===== src/ptu_defines.svh =====
// offsets, field positions, reset values and counts of the pulse timer unit
`ifndef PTU_DEFINES_SVH
`define PTU_DEFINES_SVH

`define PTU_OFF_CLK      8'h00
`define PTU_OFF_MODE     8'h04
`define PTU_OFF_PINF     8'h08
`define PTU_OFF_CNT      8'h0C
`define PTU_OFF_GRA      8'h10
`define PTU_OFF_GRB      8'h14
`define PTU_CH_STRIDE    8'h18
`define PTU_OFF_RUN      8'h30

`define PTU_RST_CLK      8'h00
`define PTU_RST_MODE     2'h0
`define PTU_MODE_FIXED   6'h30
`define PTU_RST_PINF     8'h00
`define PTU_RST_CNT      16'h0000
`define PTU_RST_GR       16'hFFFF
`define PTU_CNT_MAX      16'hFFFF

`define PTU_PSC_MSB      2
`define PTU_EDGE_MSB     4
`define PTU_EDGE_LSB     3
`define PTU_PINB_MSB     7
`define PTU_PINB_LSB     4
`define PTU_PINA_MSB     3
`define PTU_PINA_LSB     0

`define PTU_DIV_W        10
`define PTU_DIV_STAGES   5

`endif


===== src/ptu_pkg.sv =====
// types of the pulse timer unit
package ptu_pkg;

  typedef enum logic [1:0] {
    PTU_MODE_NORMAL = 2'h0,
    PTU_MODE_RSVD   = 2'h1,
    PTU_MODE_PWM1   = 2'h2,
    PTU_MODE_PWM2   = 2'h3
  } ptu_mode_t;

  // prescaler edge pulses: /4, /16, /64, /256, /1024
  typedef struct packed {
    logic [4:0] rise;
    logic [4:0] fall;
  } ptu_tick_t;

  // one compare/capture pin driver
  typedef struct packed {
    logic out;
    logic oe;
  } ptu_pin_t;

endpackage : ptu_pkg


===== src/ptu_edge.sv =====
// two-flop synchroniser with rise and fall pulses for pin inputs
`timescale 1ns/1ns
module ptu_edge #(
  parameter int W = 1
) (
  input  wire logic         i_clk,
  input  wire logic         i_rst,
  input  wire logic [W-1:0] i_pin,
  output logic      [W-1:0] o_rise,
  output logic      [W-1:0] o_fall
);

  logic [W-1:0] meta_q;
  logic [W-1:0] sync_q;
  logic [W-1:0] prev_q;

  // first stage feeds only the second
  always_ff @(posedge i_clk) begin
    if (i_rst) begin
      meta_q <= '0;
      sync_q <= '0;
      prev_q <= '0;
    end else begin
      meta_q <= i_pin;
      sync_q <= meta_q;
      prev_q <= sync_q;
    end
  end

  // edge pulses from the synchronised level
  always_comb begin
    o_rise = sync_q & ~prev_q;
    o_fall = ~sync_q & prev_q;
  end

endmodule : ptu_edge


===== src/ptu_presc.sv =====
// free running prescaler giving edge pulses of the divided clocks
`timescale 1ns/1ns
`include "ptu_defines.svh"
module ptu_presc
  import ptu_pkg::*;
(
  input  wire logic i_clk,
  input  wire logic i_rst,
  output ptu_tick_t o_tick
);

  logic [`PTU_DIV_W-1:0] div_q;
  logic [`PTU_DIV_W-1:0] div_d;

  // divider chain next value
  always_comb begin
    div_d = div_q + 10'h001;
  end

  always_ff @(posedge i_clk) begin
    if (i_rst) begin
      div_q <= '0;
    end else begin
      div_q <= div_d;
    end
  end

  // stage k divides by 4**(k+1); rise at half period, fall at wrap
  always_comb begin
    logic [`PTU_DIV_W-1:0] mask;
    logic [`PTU_DIV_W-1:0] half;
    mask   = '0;
    half   = '0;
    o_tick = '0;
    for (int k = 0; k < `PTU_DIV_STAGES; k++) begin
      mask = `PTU_DIV_W'((1 << (2 * k + 2)) - 1);
      half = `PTU_DIV_W'((1 << (2 * k + 1)) - 1);
      o_tick.rise[k] = (div_q & mask) == half;
      o_tick.fall[k] = (div_q & mask) == mask;
    end
  end

endmodule : ptu_presc


===== src/ptu_top.sv =====
// two channel pulse timer unit with APB registers and compare/capture pins
//
// Functional notes
// - ch1 codes 000/001/010/011/110 count clock /1,/4,/16,/64,/256.
// - ch1 code 100 counts external input A, 101 external input B.
// - ch1 code 111 counts once per ch2 counter overflow.
// - ch2 codes 000..011 count /1,/4,/16,/64; code 111 counts /1024.
// - ch2 codes 100,101,110 count external inputs A, B, C.
// - mode 00 normal, 10 first PWM, 11 second PWM; 01 reserved.
// - mode bits 7,6 read one, bits 5,4 read zero, unwritable.
// - initial pin level is driven while the channel is stopped.
// - second PWM mode applies the pin level when counter wraps to zero.
// - pin function bits 7:4 for register B, 3:0 for A; reset zero.
// - code 0xyy compare: yy=00 off, 01/10/11 drive 0/1/toggle; x initial.
// - ch1 code 1000 rise, 1001 fall, 101x both capture; 11xx prohibited.
// - edge select ignored at undivided clock; rising counted there.
`timescale 1ns/1ns
`include "ptu_defines.svh"
module ptu_top
  import ptu_pkg::*;
(
  input  wire logic        I_CORE_CLK,
  input  wire logic        I_RST,
  input  wire logic        I_PSEL,
  input  wire logic        I_PENABLE,
  input  wire logic        I_PWRITE,
  input  wire logic [7:0]  I_PADDR,
  input  wire logic [31:0] I_PWDATA,
  output logic      [31:0] O_PRDATA,
  output logic             O_PREADY,
  output logic             O_PSLVERR,
  input  wire logic        I_EXT_COUNT_IN_A,
  input  wire logic        I_EXT_COUNT_IN_B,
  input  wire logic        I_EXT_COUNT_IN_C,
  input  wire logic [1:0]  I_CC_PIN_A,
  input  wire logic [1:0]  I_CC_PIN_B,
  output logic      [1:0]  O_CC_PIN_A,
  output logic      [1:0]  O_CC_PIN_A_OE,
  output logic      [1:0]  O_CC_PIN_B,
  output logic      [1:0]  O_CC_PIN_B_OE
);

  ptu_tick_t   tick;
  logic [2:0]  ext_rise;
  logic [2:0]  ext_fall;
  logic [1:0]  cca_rise;
  logic [1:0]  cca_fall;
  logic [1:0]  ccb_rise;
  logic [1:0]  ccb_fall;

  logic [7:0]  clk_ctl_q   [2];
  logic [7:0]  clk_ctl_d   [2];
  logic [1:0]  mode_q      [2];
  logic [1:0]  mode_d      [2];
  logic [7:0]  pin_func_q  [2];
  logic [7:0]  pin_func_d  [2];
  logic [15:0] counter_q   [2];
  logic [15:0] counter_d   [2];
  logic [15:0] gen_a_q     [2];
  logic [15:0] gen_a_d     [2];
  logic [15:0] gen_b_q     [2];
  logic [15:0] gen_b_d     [2];
  ptu_pin_t    pin_a_q     [2];
  ptu_pin_t    pin_a_d     [2];
  ptu_pin_t    pin_b_q     [2];
  ptu_pin_t    pin_b_d     [2];
  logic [1:0]  run_q;
  logic [1:0]  run_d;
  logic [1:0]  count_en;
  logic [1:0]  wrap;

  logic        wr_stb;
  logic        pready_d;
  logic        pready_q;
  logic [31:0] prdata_d;
  logic [31:0] prdata_q;
  logic        pslverr_d;
  logic        pslverr_q;
  logic        hit;

  // pin synchronisers and the divided clock edges
  ptu_edge #(.W(3)) u_ext_edge (
    .i_clk  (I_CORE_CLK),
    .i_rst  (I_RST),
    .i_pin  ({I_EXT_COUNT_IN_C, I_EXT_COUNT_IN_B, I_EXT_COUNT_IN_A}),
    .o_rise (ext_rise),
    .o_fall (ext_fall)
  );

  ptu_edge #(.W(4)) u_cc_edge (
    .i_clk  (I_CORE_CLK),
    .i_rst  (I_RST),
    .i_pin  ({I_CC_PIN_B, I_CC_PIN_A}),
    .o_rise ({ccb_rise, cca_rise}),
    .o_fall ({ccb_fall, cca_fall})
  );

  ptu_presc u_presc (
    .i_clk  (I_CORE_CLK),
    .i_rst  (I_RST),
    .o_tick (tick)
  );

  // pick the counted edges: 00 rising, 01 falling, 1x both
  function automatic logic pick_edge(input logic r, input logic f,
                                     input logic [1:0] e);
    pick_edge = e[1] ? (r | f) : (e[0] ? f : r);
  endfunction : pick_edge

  // pin level taken at a compare match
  function automatic logic match_level(input logic [3:0] code,
                                       input logic cur);
    case (code[1:0])
      2'h1:    match_level = 1'b0;
      2'h2:    match_level = 1'b1;
      2'h3:    match_level = ~cur;
      default: match_level = cur;
    endcase
  endfunction : match_level

  // count enables of both channels
  always_comb begin
    logic [1:0] e1;
    logic [1:0] e2;
    e1 = clk_ctl_q[0][`PTU_EDGE_MSB:`PTU_EDGE_LSB];
    e2 = clk_ctl_q[1][`PTU_EDGE_MSB:`PTU_EDGE_LSB];
    case (clk_ctl_q[1][`PTU_PSC_MSB:0])
      3'h0:    count_en[1] = 1'b1;
      3'h1:    count_en[1] = pick_edge(tick.rise[0], tick.fall[0], e2);
      3'h2:    count_en[1] = pick_edge(tick.rise[1], tick.fall[1], e2);
      3'h3:    count_en[1] = pick_edge(tick.rise[2], tick.fall[2], e2);
      3'h4:    count_en[1] = pick_edge(ext_rise[0], ext_fall[0], e2);
      3'h5:    count_en[1] = pick_edge(ext_rise[1], ext_fall[1], e2);
      3'h6:    count_en[1] = pick_edge(ext_rise[2], ext_fall[2], e2);
      default: count_en[1] = pick_edge(tick.rise[4], tick.fall[4], e2);
    endcase
    wrap[1] = run_q[1] & count_en[1] & (counter_q[1] == `PTU_CNT_MAX);
    case (clk_ctl_q[0][`PTU_PSC_MSB:0])
      3'h0:    count_en[0] = 1'b1;
      3'h1:    count_en[0] = pick_edge(tick.rise[0], tick.fall[0], e1);
      3'h2:    count_en[0] = pick_edge(tick.rise[1], tick.fall[1], e1);
      3'h3:    count_en[0] = pick_edge(tick.rise[2], tick.fall[2], e1);
      3'h4:    count_en[0] = pick_edge(ext_rise[0], ext_fall[0], e1);
      3'h5:    count_en[0] = pick_edge(ext_rise[1], ext_fall[1], e1);
      3'h6:    count_en[0] = pick_edge(tick.rise[3], tick.fall[3], e1);
      default: count_en[0] = wrap[1];
    endcase
    wrap[0] = run_q[0] & count_en[0] & (counter_q[0] == `PTU_CNT_MAX);
  end

  // APB: access takes effect in its second cycle, when pready is high
  always_comb begin
    wr_stb   = I_PSEL & I_PENABLE & pready_q & I_PWRITE;
    pready_d = I_PSEL & I_PENABLE & ~pready_q;
    hit      = 1'b1;
    prdata_d = 32'h0000_0000;
    case (I_PADDR)
      `PTU_OFF_CLK:  prdata_d = {24'h00_0000, clk_ctl_q[0]};
      `PTU_OFF_MODE: prdata_d = {24'h00_0000, `PTU_MODE_FIXED, mode_q[0]};
      `PTU_OFF_PINF: prdata_d = {24'h00_0000, pin_func_q[0]};
      `PTU_OFF_CNT:  prdata_d = {16'h0000, counter_q[0]};
      `PTU_OFF_GRA:  prdata_d = {16'h0000, gen_a_q[0]};
      `PTU_OFF_GRB:  prdata_d = {16'h0000, gen_b_q[0]};
      `PTU_OFF_CLK + `PTU_CH_STRIDE:
        prdata_d = {24'h00_0000, clk_ctl_q[1]};
      `PTU_OFF_MODE + `PTU_CH_STRIDE:
        prdata_d = {24'h00_0000, `PTU_MODE_FIXED, mode_q[1]};
      `PTU_OFF_PINF + `PTU_CH_STRIDE:
        prdata_d = {24'h00_0000, pin_func_q[1]};
      `PTU_OFF_CNT + `PTU_CH_STRIDE:
        prdata_d = {16'h0000, counter_q[1]};
      `PTU_OFF_GRA + `PTU_CH_STRIDE:
        prdata_d = {16'h0000, gen_a_q[1]};
      `PTU_OFF_GRB + `PTU_CH_STRIDE:
        prdata_d = {16'h0000, gen_b_q[1]};
      `PTU_OFF_RUN:  prdata_d = {30'h0000_0000, run_q};
      default:       hit = 1'b0;
    endcase
    if (!pready_d || I_PWRITE) begin
      prdata_d = 32'h0000_0000;
    end
    pslverr_d = pready_d & ~hit;
    run_d     = run_q;
    if (wr_stb && I_PADDR == `PTU_OFF_RUN) begin
      run_d = I_PWDATA[1:0];
    end
  end

  // per channel registers, counter, compare and capture
  for (genvar c = 0; c < 2; c++) begin : g_ch
    localparam logic [7:0] BASE = (c == 0) ? 8'h00 : `PTU_CH_STRIDE;
    always_comb begin
      logic [3:0] code_a;
      logic [3:0] code_b;
      logic       cap_a;
      logic       cap_b;
      logic       hit_a;
      logic       hit_b;
      logic       pwm1;
      logic       pwm2;
      code_a = pin_func_q[c][`PTU_PINA_MSB:`PTU_PINA_LSB];
      code_b = pin_func_q[c][`PTU_PINB_MSB:`PTU_PINB_LSB];
      pwm1   = mode_q[c] == PTU_MODE_PWM1;
      pwm2   = mode_q[c] == PTU_MODE_PWM2;
      hit_a  = run_q[c] & count_en[c] & ~code_a[3] &
               (counter_q[c] == gen_a_q[c]);
      hit_b  = run_q[c] & count_en[c] & ~code_b[3] &
               (counter_q[c] == gen_b_q[c]);
      // capture edge select; ch1 11xx captures nothing
      cap_a  = code_a[3] & ~(c == 0 && code_a[2]) &
               pick_edge(cca_rise[c], cca_fall[c], code_a[1:0]);
      cap_b  = code_b[3] & ~(c == 0 && code_b[2]) &
               pick_edge(ccb_rise[c], ccb_fall[c], code_b[1:0]);
      clk_ctl_d[c]  = clk_ctl_q[c];
      mode_d[c]     = mode_q[c];
      pin_func_d[c] = pin_func_q[c];
      counter_d[c]  = counter_q[c];
      gen_a_d[c]    = cap_a ? counter_q[c] : gen_a_q[c];
      gen_b_d[c]    = cap_b ? counter_q[c] : gen_b_q[c];
      if (run_q[c] && count_en[c]) begin
        counter_d[c] = counter_q[c] + 16'h0001;
      end
      if (wr_stb) begin
        case (I_PADDR)
          BASE + `PTU_OFF_CLK:  clk_ctl_d[c]  = {3'h0, I_PWDATA[4:0]};
          BASE + `PTU_OFF_MODE: mode_d[c]     = I_PWDATA[1:0];
          BASE + `PTU_OFF_PINF: pin_func_d[c] = I_PWDATA[7:0];
          BASE + `PTU_OFF_CNT:  counter_d[c]  = I_PWDATA[15:0];
          BASE + `PTU_OFF_GRA:  gen_a_d[c]    = I_PWDATA[15:0];
          BASE + `PTU_OFF_GRB:  gen_b_d[c]    = I_PWDATA[15:0];
          default: ;
        endcase
      end
      // pin drivers: enabled for compare codes with yy other than 00; pin b disabled in first PWM mode
      pin_a_d[c].oe = ~code_a[3] & (code_a[1:0] != 2'h0);
      pin_b_d[c].oe = ~code_b[3] & (code_b[1:0] != 2'h0) & ~pwm1;
      pin_a_d[c].out = pin_a_q[c].out;
      pin_b_d[c].out = pin_b_q[c].out;
      if (!run_q[c]) begin
        pin_a_d[c].out = code_a[2];
        pin_b_d[c].out = code_b[2];
      end else if (pwm2 && wrap[c]) begin
        pin_a_d[c].out = code_a[2];
        pin_b_d[c].out = code_b[2];
      end else begin
        if (hit_a) begin
          pin_a_d[c].out = match_level(code_a, pin_a_q[c].out);
        end
        if (pwm1 && hit_b) begin
          pin_a_d[c].out = match_level(code_b, pin_a_q[c].out);
        end
        if (!pwm1 && hit_b) begin
          pin_b_d[c].out = match_level(code_b, pin_b_q[c].out);
        end
      end
    end

    always_ff @(posedge I_CORE_CLK) begin
      if (I_RST) begin
        clk_ctl_q[c]  <= `PTU_RST_CLK;
        mode_q[c]     <= `PTU_RST_MODE;
        pin_func_q[c] <= `PTU_RST_PINF;
        counter_q[c]  <= `PTU_RST_CNT;
        gen_a_q[c]    <= `PTU_RST_GR;
        gen_b_q[c]    <= `PTU_RST_GR;
        pin_a_q[c]    <= '0;
        pin_b_q[c]    <= '0;
      end else begin
        clk_ctl_q[c]  <= clk_ctl_d[c];
        mode_q[c]     <= mode_d[c];
        pin_func_q[c] <= pin_func_d[c];
        counter_q[c]  <= counter_d[c];
        gen_a_q[c]    <= gen_a_d[c];
        gen_b_q[c]    <= gen_b_d[c];
        pin_a_q[c]    <= pin_a_d[c];
        pin_b_q[c]    <= pin_b_d[c];
      end
    end
  end

  // bus answer and run bits
  always_ff @(posedge I_CORE_CLK) begin
    if (I_RST) begin
      pready_q  <= 1'b0;
      prdata_q  <= 32'h0000_0000;
      pslverr_q <= 1'b0;
      run_q     <= 2'h0;
    end else begin
      pready_q  <= pready_d;
      prdata_q  <= prdata_d;
      pslverr_q <= pslverr_d;
      run_q     <= run_d;
    end
  end

  // outputs straight from flops
  always_comb begin
    O_PREADY  = pready_q;
    O_PRDATA  = prdata_q;
    O_PSLVERR = pslverr_q;
    for (int c = 0; c < 2; c++) begin
      O_CC_PIN_A[c]    = pin_a_q[c].out;
      O_CC_PIN_A_OE[c] = pin_a_q[c].oe;
      O_CC_PIN_B[c]    = pin_b_q[c].out;
      O_CC_PIN_B_OE[c] = pin_b_q[c].oe;
    end
  end

endmodule : ptu_top


===== config.mk =====
export PLATFORM = sky130hd
export DESIGN_NAME = ptu_top
export DESIGN_NICKNAME = d
export VERILOG_FILES = /design/src/ptu_pkg.sv /design/src/ptu_edge.sv /design/src/ptu_presc.sv /design/src/ptu_top.sv
export VERILOG_INCLUDE_DIRS = /design/src
export SDC_FILE = /design/constraint.sdc
export NUM_CORES = 1
export LEC_CHECK = 0
export ABC_AREA = 1
export BUFFER_PORTS_ARGS = -buffer_cell sky130_fd_sc_hd__buf_2
export CORE_ASPECT_RATIO = 0.6
export CORE_UTILIZATION = 65
export CTS_BUF_LIST = sky130_fd_sc_hd__clkbuf_4
export DETAILED_ROUTE_END_ITERATION = 8
export GPL_ROUTABILITY_DRIVEN = 0
export PLACE_DENSITY = 0.86
export SLEW_MARGIN = 20
export SYNTH_ARGS = -nofsm -noshare
export SYNTH_HDL_FRONTEND = slang
export SYNTH_SLANG_ARGS = --single-unit

===== constraint.sdc =====
create_clock -name I_CORE_CLK -period 3.8 [get_ports I_CORE_CLK]
set_input_delay 0.38 -clock I_CORE_CLK [delete_from_list [all_inputs] [get_ports I_CORE_CLK]]
set_output_delay 0.38 -clock I_CORE_CLK [all_outputs]
set_load 0.01 [all_outputs]

==> results.sh <==
export IMPL_outcome="complete, but fails checks"
export IMPL_p_leak_uw=0.004854
export IMPL_yosys_area_share_xor_xnor=0.03939
export IMPL_fmax_mhz=341.3
export IMPL_clk_latency_ns=0.60
export IMPL_synth_area_leader_cell="dfxtp_1"
export IMPL_arrival_ns=3.45
export IMPL_post_layout_nonfiller_instances=1773
export IMPL_worstPathRequired_ns=4.32
export IMPL_endpoint_kind="flop"
export IMPL_slew_viol_final=0
export IMPL_gate_count_post_synth=1532
export IMPL_drt_initial_drc_count=2101
export IMPL_routed_wire_length_per_instance_microns=18.97
export IMPL_rsz_0062_raised_after_global_routing="no"
export IMPL_layout_nets=1629
export IMPL_detail_route_first_pass_iterations=9
export IMPL_count_of_vias_placed_by_the_detailed_router=11000
export IMPL_postSynth_topFlopCell="dfxtp_1"
export IMPL_syn_area_per_cell_sq_um=6.821
export IMPL_drive_above_1_share=0.09114
export IMPL_async_flop_share=0
export IMPL_cts_resized=0
export IMPL_tightestPinTransition_ns=0.9424
export IMPL_syn_to_final_growth_pct=6.142
export IMPL_ys_seq_area_frac=0.3544
export IMPL_distinct_cell_type_count_after_synthesis=46
export IMPL_fp_dieArea_sq_um=16600
export IMPL_io_buffers=61
export IMPL_max_slew_margin=0.3694
export IMPL_global_route_overflow_total=0
export IMPL_start_kind="flop"
export IMPL_critical_path_peak_fanout=12
export IMPL_fillerInstances=1327
export IMPL_critical_path_class="reg -> reg"
export IMPL_combPwrFrac=0.056
export IMPL_tritoncts="done"
export IMPL_area_taken_by_multi_input_logic_gates_sq_um=5532
export IMPL_numClockSinks=185
export IMPL_finalCriticalPeriod_ns=2.930
export IMPL_worst_clock_skew_on_the_final_layout_ns=0.03137
export IMPL_io_pins=94
export IMPL_worst_min_delay_path_category="in -> reg"
export IMPL_dp_cells=1733
export IMPL_synth_seq_cells=185
export IMPL_post_synth_top_area_fraction=0.3544
export IMPL_synth_warning_count=0
export IMPL_power_switching_share=0.2865
export IMPL_initial_antenna_violation_count=1
export IMPL_finalSetupTns_ns=0
export IMPL_viasPerCell=6.202
export IMPL_post_synthesis_compound_gate_area_fraction=0.2395
export IMPL_floorplan_rows=35
export IMPL_design_core_area_sq_um=15550
export IMPL_clock_root_buffer="clkbuf_4"
export IMPL_via_count_of_the_first_global_routing_pass=9488
export IMPL_power_share_sequential=0.611
export IMPL_remaining_drc_errors=16
export IMPL_die_width_microns=165.7
export IMPL_post_route_period_util=0.7710
export IMPL_drtAntennaViolNets=0
export IMPL_synth_top_family_by_area="compound AO/OA/AOI/OAI gates"
export IMPL_seqCellArea_sq_um=3704
export IMPL_ir_drop_worst_case_vdd_v=0.0001877
export IMPL_violations="design-rule violations"
export IMPL_finalSetupViolCount=0
export IMPL_p_int_uw=2290
export IMPL_synth_edff_count=0
export IMPL_power_density_nw_per_um2=289.4
export IMPL_count_of_final_hold_check_violations=0
export IMPL_leading_cell_types_by_total_area_after_synthesis="dfxtp_1 (35%), nand2_1 (8.5%), inv_1 (8.0%)"
export IMPL_synth_simple_gate_area_share=0.2148
export IMPL_synthAdderAreaFrac=0.02514
export IMPL_grt_start_max_net_pins=75
export IMPL_detailedPlacementHpwl_mm=24.58
export IMPL_htree_levels=4
export IMPL_syn_cell_area_sq_um=10450
export IMPL_grt_use_total=0.4023
export IMPL_synth_most_common_cell="nand2_1"
export IMPL_drv_cap=0
export IMPL_clk_pin_slew_worst_paths_ns=0.17
export IMPL_worst_case_hold_slack_ns=0.08273
export IMPL_power_net_switching_uw=919.5
export IMPL_clock_power_share=0.333
export IMPL_start_util=0.6722
export IMPL_netlist_top_cells_count="nand2_1 (236), inv_1 (224), dfxtp_1 (185), o21ai_0 (167), nor2_1 (146)"
export IMPL_die_height_microns=100.2
export IMPL_cts_inserted_buffers=17
export IMPL_grt_pass1_wl_mm=51.74
export IMPL_synth_mux_area_frac=0.001916
export IMPL_wl_mm=33.63
export IMPL_cts_max_path_buffers=2
what timing repair did:
action                                 4_1_cts  5_1_grt
hold buffers                                 7        0
setup endpoints to repair                    0        0
endpoints found under the hold margin        7        0
buffers inserted                             0        0
flip-flops by register name (all words and copies together) (netlist names):
signal / count
mode_q: 4
u_cc_edge.prev_q: 4
O_PREADY: 1
run_q: 2
clk_ctl_q: 10
u_ext_edge.prev_q: 3
u_ext_edge.meta_q: 3
pin_b_q: 4
gen_a_q: 32
u_cc_edge.sync_q: 4
counter_q: 32
pin_a_q: 4
O_PSLVERR: 1
pin_func_q: 16
u_ext_edge.sync_q: 3
u_presc.div_q: 10
gen_b_q: 32
O_PRDATA: 16
u_cc_edge.meta_q: 4
layer usage:
layer / GRT usage / vias up / share of wire
li1: - / 5113 / -
met1: 0.5734 / 4923 / 0.40
met2: 0.5619 / 843 / 0.39
met3: 0.1605 / 118 / 0.18
met4: 0.09418 / 0 / 0.026
met5: 0 / - / 0
power by group through the flow:
stage	combinational [uW]	clock, uW	sequential, uW
3_5_place_dp	164	0	2000
4_1_cts	170	1060	1960
2_1_floorplan	100	0	2000
5_1_grt	191	1150	1960
3_3_place_gp	159	0	2000
6_report	181	1070	1960
kinds of logic (layout without fill, tap and decap cells):
logic type	after synthesis	in the layout
AO/OA/AOI/OAI	440	440
XOR/XNOR	47	47
adder cells (fa/ha/maj)	21	21
buffers and inverters	322	344
flip-flops	185	185
multiplexers	2	2
other	1	17
AND/OR/NAND/NOR	514	514
critical path, cell delays in order, from the launching register on:
cell and delay (ns):
dfxtp_1 0.49, ha_1 0.21, nand2_1 0.10, nor3_2 0.27
nand4_1 0.14, nor2_1 0.25, nand4_1 0.28, a21oi_2 0.62
nand4_2 0.17, a21oi_1 0.16, o21ai_1 0.07, nand2_1 0.07
inv_1 0.03
area by class of cell:
cell class                      count  area share
Antenna cell                        1   0.0002256
Clock buffer                       17     0.01151
Clock inverter                     15     0.01173
Inverter                          231     0.07817
Multi-Input combinational cell   1040      0.4987
Sequential cell                   185      0.3339
Tap cell                          203     0.02290
Timing Repair Buffer               81     0.04287
layout by cell type (no fill, tap or decap), drive strengths merged, types with 3 or more instances in the layout:
cell type	n
ha	21
clkbuf	17
nand3	47
xor2	40
a211oi	11
a31oi	5
o22ai	48
nor4	13
nand4	17
a21oi	140
dfxtp	185
a41oi	3
nor3	39
conb	16
nand2	241
o21bai	7
xnor2	7
o211ai	30
a221oi	11
buf	74
inv	237
o21ai	171
nor2	156
dlygate4sd3	7
clkinvlp	3
clkinv	6
o221ai	8
final timing paths:
kind,startpoint,end,slack [ns],cells after the start
hold / removal,I_PSEL,O_PREADY,0.08,3
setup reg to reg,counter_q[1][0],counter_q[0][10],0.87,12
setup / recovery,counter_q[1][0],counter_q[0][10],0.87,12
hold reg to reg,u_cc_edge.meta_q[1],u_cc_edge.sync_q[1],0.41,2
through the flow:
step	power [uW]	util	worst slack (ns)	cell area, sq um
final	3210	0.7135	0.8703	11090
after global placement	2161	0.6914	1.010	10750
after detailed placement	2166	0.6919	1.009	10760
after floorplan	2101	-	1.716	10510
after CTS	3193	0.7130	0.9965	11080
after global routing	3309	0.7135	0.6218	11090
No activity file was read; power rests on OpenSTA's default activity.
